==> config.mk <==
export PLATFORM = sky130hd
export DESIGN_NAME = dccl_current_loop
export DESIGN_NICKNAME = d
export VERILOG_FILES = /design/src/verilog/dccl_pkg.sv /design/src/verilog/dccl_tick_gen.sv /design/src/verilog/dccl_current_loop.sv
export SDC_FILE = /design/constraint.sdc
export NUM_CORES = 2
export LEC_CHECK = 0
export ABC_AREA = 0
export BUFFER_PORTS_ARGS = -buffer_cell sky130_fd_sc_hd__buf_4
export CAP_MARGIN = 10
export CORE_MARGIN = 2
export CORE_UTILIZATION = 29
export CTS_BUF_LIST = sky130_fd_sc_hd__clkbuf_4 sky130_fd_sc_hd__clkbuf_8
export DETAILED_ROUTE_END_ITERATION = 16
export PLACE_DENSITY = 0.4
export RECOVER_POWER = 25
export SYNTH_ARGS = -nofsm -noshare
export SYNTH_HDL_FRONTEND = slang
export SYNTH_SLANG_ARGS = --single-unit
==> constraint.sdc <==
create_clock -name clk_sys -period 42.2 [get_ports clk_sys]
set_input_delay 10.55 -clock clk_sys [delete_from_list [all_inputs] [get_ports clk_sys]]
set_output_delay 10.55 -clock clk_sys [all_outputs]
set_load 0.02 [all_outputs]
==> src/verilog/dccl_pkg.sv <==
// Constants, register map and carrier types of the DC drive current loop.
// Assumes a 25 MHz system clock and one-word registers on an Avalon-MM slave.
package dccl_pkg;
	localparam int CLK_HZ = 25_000_000;
	localparam int MS_TIME_US = 1000;
	localparam int MS_CYCLES = (CLK_HZ / 1_000_000) * MS_TIME_US;
	localparam int READY_OPEN_TIME_MS = 50;
	localparam int TUNE_TIME_MS = 200;

	localparam logic [7:0] OFS_FB_NORM = 8'h00;
	localparam logic [7:0] OFS_FB_AMPS = 8'h04;
	localparam logic [7:0] OFS_FIRING = 8'h08;
	localparam logic [7:0] OFS_SLEW = 8'h0c;
	localparam logic [7:0] OFS_MAX_SCALE = 8'h10;
	localparam logic [7:0] OFS_THRESHOLD = 8'h14;
	localparam logic [7:0] OFS_HEAT = 8'h18;
	localparam logic [7:0] OFS_COOL = 8'h1c;
	localparam logic [7:0] OFS_TUNE = 8'h20;
	localparam logic [7:0] OFS_ENDSTOP = 8'h24;
	localparam logic [7:0] OFS_ACCUM = 8'h28;
	localparam logic [7:0] OFS_BURDEN = 8'h2c;
	localparam logic [7:0] OFS_STATUS = 8'h30;
	localparam logic [7:0] OFS_GAIN_DI = 8'h34;
	localparam logic [7:0] OFS_GAIN_CP = 8'h38;
	localparam logic [7:0] OFS_GAIN_CI = 8'h3c;
	localparam logic [7:0] OFS_MOTOR_K = 8'h40;

	localparam logic [7:0] RST_SLEW = 8'h28;
	localparam logic [10:0] RST_MAX_SCALE = 11'h3e8;
	localparam logic [9:0] RST_THRESHOLD = 10'h2bc;
	localparam logic [7:0] RST_HEAT = 8'h1e;
	localparam logic [7:0] RST_COOL = 8'h3c;
	localparam logic [7:0] RST_GAIN_DI = 8'h10;
	localparam logic [7:0] RST_GAIN_CP = 8'h10;
	localparam logic [7:0] RST_GAIN_CI = 8'h10;
	localparam logic [7:0] RST_MOTOR_K = 8'h19;
	localparam logic [7:0] TUNED_GAIN_DI = 8'h14;
	localparam logic [7:0] TUNED_GAIN_CP = 8'h18;
	localparam logic [7:0] TUNED_GAIN_CI = 8'h20;
	localparam logic [7:0] TUNED_MOTOR_K = 8'h1e;

	localparam int FB_FULL = 1000;
	localparam int AMPS_FULL = 1999;
	localparam int ACC_FULL = 1999;
	localparam int ANGLE_MAX = 1023;
	localparam int ANGLE_MIN = 277;
	localparam int ANGLE_MIN_REDUCED = 330;
	localparam int ANGLE_BIAS = 650;
	localparam int HEAT_UNITS_PER_S = 16 * 1000;

	typedef struct packed {
		logic read;
		logic write;
		logic [7:0] address;
		logic [31:0] writedata;
	} dccl_avs_req_t;

	typedef struct packed {
		logic [31:0] readdata;
		logic waitrequest;
	} dccl_avs_rsp_t;

	typedef enum logic [1:0] {
		TUNE_IDLE = 2'b00,
		TUNE_RUN = 2'b01,
		TUNE_OPEN = 2'b10,
		TUNE_CLEAR = 2'b11
	} dccl_tune_state_t;
endpackage

==> src/verilog/dccl_tick_gen.sv <==
// One-cycle tick every DIV cycles of clk_sys.
// Assumes a synchronous active-low reset on the same clock.
`timescale 1ns/1ps
`default_nettype none
module dccl_tick_gen #(
	parameter int DIV = 25000
) (
	input wire logic clk_sys,
	input wire logic reset_n,
	output logic tick
);
	localparam int CW = $clog2(DIV);
	logic [CW-1:0] cnt_q;

	always_ff @(posedge clk_sys) begin
		if (!reset_n) begin
			cnt_q <= '0;
			tick <= 1'b0;
		end else if (cnt_q == CW'(DIV - 1)) begin
			cnt_q <= '0;
			tick <= 1'b1;
		end else begin
			cnt_q <= cnt_q + 1'b1;
			tick <= 1'b0;
		end
	end
endmodule
`default_nettype wire

==> src/verilog/dccl_current_loop.sv <==
// Current loop of a DC drive: demand slew, feedback scaling, firing angle,
// current-time overload, autotune sequencing, all behind an Avalon-MM slave.
// Assumes demand, feedback and phase_tick come from logic on clk_sys.
`timescale 1ns/1ps
`default_nettype none
// Function
// - Error is slewed demand minus normalised current feedback.
// - Demand steps at most slew*1000/256 units per sixth of supply cycle.
// - Firing angle output is read-only, clamped 277 to 1023.
// - Normalised feedback spans plus or minus 1000, used for control and protection.
// - Amps feedback is normalised feedback times scaling, clamped plus or minus 1999.
// - Scaling affects only the amps reading, never overload protection.
// - Burden option rescales feedback for a burden raised by 1.6.
// - Integrator accumulates only when feedback exceeds threshold, default 700.
// - Trip time is heat*(1000-threshold)/(feedback-threshold).
// - Reset time is cool*(1000-threshold)/(threshold-feedback).
// - Heat and cool both zero disable the overload trip.
// - Integrator reads 0 to 1999; trip at (1000-threshold)*10/16.
// - Integrator rises at heating rate and falls at cooling rate.
// - Autotune runs once request is set and drive enable is present.
// - On tune end, ready opens 50 ms, then request clears itself.
// - Tune overwrites four tuning values and switches field off meanwhile.
// - Reduced endstop selects 1.05 instead of 1.16 supply voltage limit.
module dccl_current_loop
	import dccl_pkg::*;
#(
	parameter int MS_DIV = dccl_pkg::MS_CYCLES
) (
	input wire logic clk_sys,
	input wire logic reset_n,
	input wire dccl_pkg::dccl_avs_req_t avs_req,
	output dccl_pkg::dccl_avs_rsp_t avs_rsp,
	input wire logic signed [15:0] current_demand,
	input wire logic signed [11:0] ct_sample,
	input wire logic phase_tick,
	input wire logic drive_enable_input,
	input wire logic trip_reset,
	output logic [9:0] firing_angle,
	output logic overload_trip,
	output logic drive_ready,
	output logic field_off,
	output logic tune_active
);
	import dccl_pkg::*;

	logic [7:0] slew_q, heat_q, cool_q, gain_di_q, gain_cp_q, gain_ci_q, motor_k_q;
	logic [10:0] max_scale_q, acc_q;
	logic [9:0] thresh_q;
	logic tune_req_q, endstop_q, burden_q, trip_q, ack_q;
	logic [31:0] rdata_q;
	logic signed [15:0] fb_norm_q, fb_amps_q, dem_q;
	logic signed [19:0] integ_q;
	logic [22:0] frac_q;
	logic en_s1, en_s2, en_s3, en_q;
	logic ms_tick;
	dccl_tune_state_t tune_q;
	logic [7:0] tune_ms_q;

	logic req, wr_take, tune_done;
	assign req = avs_req.read | avs_req.write;
	assign wr_take = avs_req.write & ack_q;
	assign avs_rsp = '{readdata: rdata_q, waitrequest: req & ~ack_q};

	dccl_tick_gen #(.DIV(MS_DIV)) u_ms_tick (
		.clk_sys(clk_sys),
		.reset_n(reset_n),
		.tick(ms_tick)
	);

	// One wait state per access keeps the read mux off the bus path
	always_ff @(posedge clk_sys) begin
		if (!reset_n) begin
			ack_q <= 1'b0;
		end else begin
			ack_q <= req & ~ack_q;
		end
	end

	always_ff @(posedge clk_sys) begin
		if (!reset_n) begin
			rdata_q <= 32'h0;
		end else if (avs_req.read && !ack_q) begin
			case (avs_req.address)
				OFS_FB_NORM: rdata_q <= 32'(fb_norm_q);
				OFS_FB_AMPS: rdata_q <= 32'(fb_amps_q);
				OFS_FIRING: rdata_q <= {22'h0, firing_angle};
				OFS_SLEW: rdata_q <= {24'h0, slew_q};
				OFS_MAX_SCALE: rdata_q <= {21'h0, max_scale_q};
				OFS_THRESHOLD: rdata_q <= {22'h0, thresh_q};
				OFS_HEAT: rdata_q <= {24'h0, heat_q};
				OFS_COOL: rdata_q <= {24'h0, cool_q};
				OFS_TUNE: rdata_q <= {31'h0, tune_req_q};
				OFS_ENDSTOP: rdata_q <= {31'h0, endstop_q};
				OFS_ACCUM: rdata_q <= {21'h0, acc_q};
				OFS_BURDEN: rdata_q <= {31'h0, burden_q};
				OFS_STATUS: rdata_q <= {29'h0, en_q, tune_active, trip_q};
				OFS_GAIN_DI: rdata_q <= {24'h0, gain_di_q};
				OFS_GAIN_CP: rdata_q <= {24'h0, gain_cp_q};
				OFS_GAIN_CI: rdata_q <= {24'h0, gain_ci_q};
				OFS_MOTOR_K: rdata_q <= {24'h0, motor_k_q};
				default: rdata_q <= 32'h0;
			endcase
		end
	end

	always_ff @(posedge clk_sys) begin
		if (!reset_n) begin
			slew_q <= RST_SLEW;
			max_scale_q <= RST_MAX_SCALE;
			thresh_q <= RST_THRESHOLD;
			heat_q <= RST_HEAT;
			cool_q <= RST_COOL;
			endstop_q <= 1'b0;
			burden_q <= 1'b0;
		end else if (wr_take) begin
			case (avs_req.address)
				OFS_SLEW: slew_q <= avs_req.writedata[7:0];
				OFS_MAX_SCALE: max_scale_q <= avs_req.writedata[10:0];
				OFS_THRESHOLD: thresh_q <= (avs_req.writedata > 32'(FB_FULL)) ?
					10'(FB_FULL) : avs_req.writedata[9:0];
				OFS_HEAT: heat_q <= avs_req.writedata[7:0];
				OFS_COOL: cool_q <= avs_req.writedata[7:0];
				OFS_ENDSTOP: endstop_q <= avs_req.writedata[0];
				OFS_BURDEN: burden_q <= avs_req.writedata[0];
				default: ;
			endcase
		end
	end

	// Tuning values: software writes them, a finished tune overwrites them
	always_ff @(posedge clk_sys) begin
		if (!reset_n) begin
			gain_di_q <= RST_GAIN_DI;
			gain_cp_q <= RST_GAIN_CP;
			gain_ci_q <= RST_GAIN_CI;
			motor_k_q <= RST_MOTOR_K;
		end else if (tune_done) begin
			gain_di_q <= TUNED_GAIN_DI;
			gain_cp_q <= TUNED_GAIN_CP;
			gain_ci_q <= TUNED_GAIN_CI;
			motor_k_q <= TUNED_MOTOR_K;
		end else if (wr_take) begin
			case (avs_req.address)
				OFS_GAIN_DI: gain_di_q <= avs_req.writedata[7:0];
				OFS_GAIN_CP: gain_cp_q <= avs_req.writedata[7:0];
				OFS_GAIN_CI: gain_ci_q <= avs_req.writedata[7:0];
				OFS_MOTOR_K: motor_k_q <= avs_req.writedata[7:0];
				default: ;
			endcase
		end
	end

	// Enable pin: three stages, a change counts once stages two and three agree
	always_ff @(posedge clk_sys) begin
		if (!reset_n) begin
			en_s1 <= 1'b0;
			en_s2 <= 1'b0;
			en_s3 <= 1'b0;
			en_q <= 1'b0;
		end else begin
			en_s1 <= drive_enable_input;
			en_s2 <= en_s1;
			en_s3 <= en_s2;
			if (en_s2 == en_s3) begin
				en_q <= en_s3;
			end
		end
	end

	// Feedback normalisation; the larger burden gives 1.6 times the signal
	logic signed [31:0] fb_scaled, amps_prod, amps_div;
	always_comb begin
		fb_scaled = 32'(ct_sample);
		if (burden_q) begin
			fb_scaled = (32'(ct_sample) * 32'sd10) >>> 4;
		end
		if (fb_scaled > 32'sd1000) begin
			fb_scaled = 32'sd1000;
		end else if (fb_scaled < -32'sd1000) begin
			fb_scaled = -32'sd1000;
		end
		amps_prod = 32'(fb_norm_q) * signed'({21'h0, max_scale_q});
		amps_div = amps_prod / 32'sd1000;
		if (amps_div > 32'(AMPS_FULL)) begin
			amps_div = 32'(AMPS_FULL);
		end else if (amps_div < -32'(AMPS_FULL)) begin
			amps_div = -32'(AMPS_FULL);
		end
	end

	always_ff @(posedge clk_sys) begin
		if (!reset_n) begin
			fb_norm_q <= 16'sh0;
			fb_amps_q <= 16'sh0;
		end else begin
			fb_norm_q <= 16'(fb_scaled);
			fb_amps_q <= 16'(amps_div);
		end
	end

	// Slew limit: one step per firing instant, i.e. six per supply cycle
	logic signed [31:0] slew_step, dem_diff, err, angle_raw, integ_next, angle_min;
	always_comb begin
		slew_step = (signed'({24'h0, slew_q}) * 32'sd1000) >>> 8;
		dem_diff = 32'(current_demand) - 32'(dem_q);
		err = 32'(dem_q) - 32'(fb_norm_q);
		integ_next = 32'(integ_q) + ((err * signed'({24'h0, gain_ci_q})) >>> 8);
		if (integ_next > 32'sd262143) begin
			integ_next = 32'sd262143;
		end else if (integ_next < -32'sd262144) begin
			integ_next = -32'sd262144;
		end
		angle_raw = 32'(ANGLE_BIAS) + ((err * signed'({24'h0, gain_cp_q})) >>> 8)
			+ (integ_next >>> 4);
		angle_min = endstop_q ? 32'(ANGLE_MIN_REDUCED) : 32'(ANGLE_MIN);
		if (angle_raw > 32'(ANGLE_MAX)) begin
			angle_raw = 32'(ANGLE_MAX);
		end else if (angle_raw < angle_min) begin
			angle_raw = angle_min;
		end
	end

	always_ff @(posedge clk_sys) begin
		if (!reset_n) begin
			dem_q <= 16'sh0;
			integ_q <= 20'sh0;
			firing_angle <= 10'(ANGLE_MIN);
		end else if (phase_tick) begin
			if (dem_diff > slew_step) begin
				dem_q <= 16'(32'(dem_q) + slew_step);
			end else if (dem_diff < -slew_step) begin
				dem_q <= 16'(32'(dem_q) - slew_step);
			end else begin
				dem_q <= current_demand;
			end
			integ_q <= 20'(integ_next);
			firing_angle <= 10'(angle_raw);
		end
	end

	// Overload integrator, stepped once per millisecond on the feedback magnitude
	logic [9:0] fb_mag;
	logic [10:0] trip_lvl, ol_diff;
	logic [22:0] heat_den, cool_den, frac_add, frac_base;
	logic ol_off, ol_hot, ol_cold, trip_now, ol_up_q;
	always_comb begin
		fb_mag = fb_norm_q[15] ? 10'(-fb_norm_q) : 10'(fb_norm_q);
		trip_lvl = 11'((20'(FB_FULL) - 20'(thresh_q)) * 20'd10 >> 4);
		ol_off = (heat_q == 8'h0) && (cool_q == 8'h0);
		ol_hot = fb_mag > thresh_q;
		ol_cold = fb_mag < thresh_q;
		ol_diff = ol_hot ? 11'(fb_mag - thresh_q) : 11'(thresh_q - fb_mag);
		frac_add = 23'(ol_diff) * 23'd10;
		// A remainder left by the other direction would shorten the first step
		frac_base = (ol_up_q == ol_hot) ? frac_q : 23'h0;
		heat_den = 23'(heat_q) * 23'(HEAT_UNITS_PER_S);
		cool_den = 23'(cool_q) * 23'(HEAT_UNITS_PER_S);
		trip_now = !ol_off && (acc_q != 11'h0) && (acc_q >= trip_lvl);
	end

	always_ff @(posedge clk_sys) begin
		if (!reset_n) begin
			acc_q <= 11'h0;
			frac_q <= 23'h0;
			ol_up_q <= 1'b0;
		end else if (ol_off) begin
			acc_q <= 11'h0;
			frac_q <= 23'h0;
			ol_up_q <= 1'b0;
		end else if (ms_tick && ol_hot) begin
			ol_up_q <= 1'b1;
			if (heat_q == 8'h0) begin
				acc_q <= trip_lvl;
				frac_q <= 23'h0;
			end else if (frac_base + frac_add >= heat_den) begin
				frac_q <= frac_base + frac_add - heat_den;
				acc_q <= (acc_q == 11'(ACC_FULL)) ? acc_q : acc_q + 11'h1;
			end else begin
				frac_q <= frac_base + frac_add;
			end
		end else if (ms_tick && ol_cold) begin
			ol_up_q <= 1'b0;
			if (cool_q == 8'h0) begin
				acc_q <= 11'h0;
				frac_q <= 23'h0;
			end else if (frac_base + frac_add >= cool_den) begin
				frac_q <= frac_base + frac_add - cool_den;
				acc_q <= (acc_q == 11'h0) ? acc_q : acc_q - 11'h1;
			end else begin
				frac_q <= frac_base + frac_add;
			end
		end
	end

	// Trip latch: a new trip in the reset cycle wins
	always_ff @(posedge clk_sys) begin
		if (!reset_n) begin
			trip_q <= 1'b0;
		end else if (trip_now) begin
			trip_q <= 1'b1;
		end else if (trip_reset) begin
			trip_q <= 1'b0;
		end
	end
	assign overload_trip = trip_q;

	// Autotune sequencer
	assign tune_done = (tune_q == TUNE_RUN) && ms_tick && (tune_ms_q == 8'(TUNE_TIME_MS - 1));
	always_ff @(posedge clk_sys) begin
		if (!reset_n) begin
			tune_q <= TUNE_IDLE;
			tune_ms_q <= 8'h0;
		end else begin
			case (tune_q)
				TUNE_IDLE: begin
					tune_ms_q <= 8'h0;
					if (tune_req_q && en_q) begin
						tune_q <= TUNE_RUN;
					end
				end
				TUNE_RUN: begin
					if (tune_done) begin
						tune_q <= TUNE_OPEN;
						tune_ms_q <= 8'h0;
					end else if (ms_tick) begin
						tune_ms_q <= tune_ms_q + 8'h1;
					end
				end
				TUNE_OPEN: begin
					if (ms_tick && tune_ms_q == 8'(READY_OPEN_TIME_MS - 1)) begin
						tune_q <= TUNE_CLEAR;
					end else if (ms_tick) begin
						tune_ms_q <= tune_ms_q + 8'h1;
					end
				end
				TUNE_CLEAR: tune_q <= TUNE_IDLE;
				default: tune_q <= TUNE_IDLE;
			endcase
		end
	end

	// Hardware clear in TUNE_CLEAR beats a software write in the same cycle
	always_ff @(posedge clk_sys) begin
		if (!reset_n) begin
			tune_req_q <= 1'b0;
		end else if (tune_q == TUNE_CLEAR) begin
			tune_req_q <= 1'b0;
		end else if (wr_take && avs_req.address == OFS_TUNE) begin
			tune_req_q <= avs_req.writedata[0];
		end
	end

	always_ff @(posedge clk_sys) begin
		if (!reset_n) begin
			drive_ready <= 1'b0;
			field_off <= 1'b0;
			tune_active <= 1'b0;
		end else begin
			drive_ready <= (tune_q != TUNE_OPEN) && !trip_q;
			field_off <= (tune_q == TUNE_RUN);
			tune_active <= (tune_q != TUNE_IDLE);
		end
	end
endmodule
`default_nettype wire

# After elaboration in Yosys (flattened, before gate mapping)
# Cells that the tools add are included.
# classes
mul	9
div	1
n_mux	56
n_lt_le_gt_ge	16
reduce_logical	56
add_sub_neg	19
eq_ne	33
bitwise_logic	5
# op_table
op	count
$pmux 32 s17	1
$mux 23	7
$mux 11	10
$mux 32	3
$eq 8x6->1 const B	9
$mux 16	4
$mul 17x9->26	2
$mux 10	5
$ge 23x22->1	2
$sub 23x22->23	2
$mul 8x7->15 const B	3
$sub 16x16->17	2
$div 32x11->32 const B	1
$eq 8x5->1 const B	4
$gt 32x10->1 const B	1
$gt 32x11->1 const B	1
$gt 32x12->1 const B	1
$lt 17x32->1	1
$lt 32x11->1 const B	1
$lt 32x12->1 const B	1
$neg 10->32	1
$reduce_and 2->1	16
$add 19x28->29	1
$gt 29x11->1 const B	1
other kinds (59)	115
# word_totals
reg_bits	260
wordCells	236
inputBits	75

# Depth between registers and ports, before layout
# depth
ltp_word	11
ltp_mapped	84
ltp_nobuf	81

# Cells and area by module
# From an unflattened synthesis, not the netlist that was laid out.
# hier_totals
hier_cells	5782
hier_area_um2	46352.0
# by_module_without_submodules
mod	seq_area_each_um2	cells_per_inst	n_inst	area_each_um2
dccl_current_loop	4504.3	5703	1	45638.8
dccl_tick_gen	320.3	79	1	713.2

# Worst setup path after synthesis
# Ideal clock, no wire load.
# synth_path
path_type	input-to-output
startpoint	input avs_req[40] (netlist name)
endpoint	output avs_rsp[0] (netlist name)
arrival_ns	10.866
t_required_ns	31.650
cell_stages	2
setup_slack_ns	20.784
cell_sequence	nor2_1 > nor2_1
# synth_rtl
element	line_no	rtl
from (decl)	dccl_current_loop.sv:31	input wire dccl_pkg::dccl_avs_req_t avs_req,
to (decl)	dccl_current_loop.sv:32	output dccl_pkg::dccl_avs_rsp_t avs_rsp,

# Worst setup path after layout
# layout_path
startpoint	register max_scale_q[7]
endpoint	register fb_amps_q[5]
# layout_between
elab_chain_cells	4
# layout_rtl
element	line_no	rtl
from (decl)	dccl_current_loop.sv:47	logic [10:0] max_scale_q, acc_q;
from (signal assigned)	dccl_current_loop.sv:118	OFS_MAX_SCALE: max_scale_q <= avs_req.writedata[10:0];
$mul 16x12->28 (*)	dccl_current_loop.sv:182	amps_prod = 32'(fb_norm_q) * signed'({21'h0, max_scale_q});
$div 32x11->32 (*)	dccl_current_loop.sv:183	amps_div = amps_prod / 32'sd1000;
$lt 32x12->1 / $gt 32x12->1 (equally long branches)	dccl_current_loop.sv:186, dccl_current_loop.sv:184	
$mux 16 / $reduce_or 2->1 (equally long branches)	n/a	
to (signal assigned)	dccl_current_loop.sv:197	fb_amps_q <= 16'(amps_div);
to (decl)	dccl_current_loop.sv:51	logic signed [15:0] fb_norm_q, fb_amps_q, dem_q;
# Mark *: on every way between the ends. The rest lies on a longest branch, timed or not.
# A chain may end at the register's enable or synchronous reset.

==> summary.md <==
| Metric | Value |
|---|---|
| CP peak stage delay | `0.86 ns` |
| Synth top area cells | `fa_1, ha_1, dfxtp_1` |
| Crit path kind | `register to register` |
| RSZ-0062 raised after global routing | `no` |
| Post-synthesis sequential area ratio | `10.57%` |
| Post-DP HPWL | `122.1 mm` |
| PortBufs | `121` |
| Synthesis-to-layout area growth | `9.455%` |
| Fmax | `0.04267 GHz` |
| DRT Pass-1 Iters | `7` |
| Cell family with most CP delay | `compound AO/OA/AOI/OAI gates` |
| DRT iter0 DRCs | `2,662` |
| Hold buffers post-CTS | `0` |
| Top FF cell, synth | `dfxtp_1` |
| Ys async rst share | `0%` |
| CP arrival | `24.15 ns` |
| Final setup viols | `0` |
| Share of cells above drive strength 1 | `7.118%` |
| Synth top cells by count | `inv_1, ha_1, nand2_1` |
| Avg Synthesized Cell Area | `8.011 um2` |
| Syn Nets | `6,773` |
| DRC Markers | `0` |
| Synth Warn # | `0` |
| Type of the most critical hold path | `register to register` |
| Worst skew pair latency | `0.80 ns` |
| Status | `complete, but fails checks` |
| Worst-Margin Slew | `3.040 ns` |
| WL/cell | `19.37 um` |
| Cell variety after synth | `121` |
| Dpl cells | `7,720` |
| Layout fillers | `16,841` |
| #FFs+latches synth | `241` |
| Total negative slack | `0 ns` |
| Failing checks | `capacitance limit, slew limit` |
| Post-CTS Setup Inserts | `0` |
| Via count | `39,591` |
| WP data required | `42.92 ns` |
| Routed wire length | `151.5 mm` |
| Largest net degree at the start of global routing | `61` |
| Gpl congestion | `0.8749` |
| Maximum capacitance violations | `5` |
| Critical-path top delay cell | `dfxtp_1` |
| Die width | `400.8 um` |
| Clock slew at reported path FFs | `0.07 ns` |
| Starting Density | `29.20%` |
| Post-route minimum period | `23.43 ns` |
| Post_cts resized | `0` |
| Clock root buffer | `clkbuf_8` |
| Final nets | `6,793` |
| Antenna-violating nets left | `0` |
| Clk_skew | `0.09609 ns` |
| Non-filler cells, final | `7,822` |
| Most frequent cell after synthesis | `inv_1` |
| Util after Layout | `31.96%` |
| WP buf/inv | `4` |
| Initial antenna violation count | `4` |
| Drt via density | `5.061` |
| Gate Count Post-Synth | `5,700` |
| Die ar. | `160,700 um2` |
| Global-route wire length before repair | `237.2 mm` |
| Fin. Hold Viols | `0` |
| TritonCTS buffer count | `55` |
| Htree depth | `2` |
| Critical-path maximum fanout | `41` |
| Startpoint Class | `register` |
| Slew headroom | `-102.6%` |
| Placeable Area | `156,400 um2` |
| Final max-slew violation count | `175` |
| Die Span Y | `400.8 um` |
| Number of synthesized flops with an enable pin | `0` |
| Synth top area share | `18.98%` |
| Vias in the first global route | `39,839` |
| # rows | `145` |
| Clock Path Buffers | `3` |
| GRT Total Usage | `18.73%` |
| Cell taking the most area after synthesis | `fa_1` |
| Crit. End Element | `register` |
| GRT overflow | `0` |
| Cell mode on critical path | `a21oi_1` |
| Top Ports | `122` |
| CTS tree | `yes` |
| Mapped Area | `45,670 um2` |
| Tcrit/Tclk final | `55.53%` |
| Clock Sinks | `241` |
per-layer routing:
metal,part of all wire (%),track usage (%),vias to the layer above
met4,2.4,4.813,4
met2,44,29.67,838
met3,5.5,3.402,154
met1,48,26.09,19103
li1,-,-,19492
met5,0.016,0,-
flip-flops by register name (all words and copies together), names as in the netlist, 2 cells and up:
name             flops
acc_q               11
cool_q               8
dem_q               16
fb_amps_q           16
fb_norm_q           13
firing_angle        10
frac_q              23
gain_ci_q            8
gain_cp_q            8
gain_di_q            8
heat_q               8
integ_q             20
max_scale_q         11
motor_k_q            8
rdata_q             16
slew_q               8
thresh_q            10
tune_ms_q            8
tune_q               2
u_ms_tick.cnt_q     15
layout make-up:
| type | instances | area (um2) | area share [%] |
|---|---|---|---|
| Sequential cell | 241 | 4825 | 9.653 |
| Inverter | 737 | 2768 | 5.537 |
| Multi-Input combinational cell | 4492 | 37150 | 74.32 |
| Clock buffer | 79 | 1006 | 2.013 |
| Clock inverter | 18 | 230.2 | 0.4606 |
| Antenna cell | 4 | 10.01 | 0.02003 |
| Tap cell | 2058 | 2575 | 5.152 |
| Timing Repair Buffer | 193 | 1420 | 2.841 |
final timing paths:
kind	depth (start not counted)	slack (ns)	start	to
hold reg to reg	2	0.44	frac_q[0]	frac_q[0]
setup reg to reg	68	18.77	max_scale_q[7]	fb_amps_q[5]
hold / removal	2	0.44	frac_q[0]	frac_q[0]
setup / recovery	68	18.77	max_scale_q[7]	fb_amps_q[5]
tightest hold or removal path, cell delays in order (launching register included):
cell and delay [ns]:
dfxtp_1 0.31, inv_1 0.05, a211oi_1 0.04
cell usage in the layout, fill, tap and decap left out, drive strengths merged, types with 60 or more instances in the layout:
master  instances
o21a           60
a21o          116
o21ai         201
buf           186
inv           739
xnor2         246
mux2i          68
nor3          128
nor2          402
clkbuf         86
ha            565
dfxtp         241
xor2           95
a21oi         372
o21bai         72
nand2         558
and2          254
nand3          98
nor2b          72
fa            433
through the flow:
step | hold WS, ns | setup slack (ns) | instance area, um2
floorplan | 0.4119 | 20.78 | 45670
global placement | 0.4236 | 19.47 | 48760
detailed placement | 0.4249 | 18.96 | 48760
CTS | 0.4393 | 18.92 | 50000
global route | 0.4646 | 16.90 | 49980
finish | 0.4392 | 18.77 | 49980
cells by family after synthesis:
kind of cell    count (synthesis)  share of synthesized area (%)
compound gates               1295                          19.37
xor+xnor                      341                          6.639
fa+ha+maj                    1004                          34.59
buf+inv                       967                          8.157
flops                         241                          10.57
mux                            84                          1.910
simple gates                 1768                          18.77
Power is left out: the tool's default activity adds up to more than one toggle a clock period on the data nets, which glitch-free logic cannot reach.
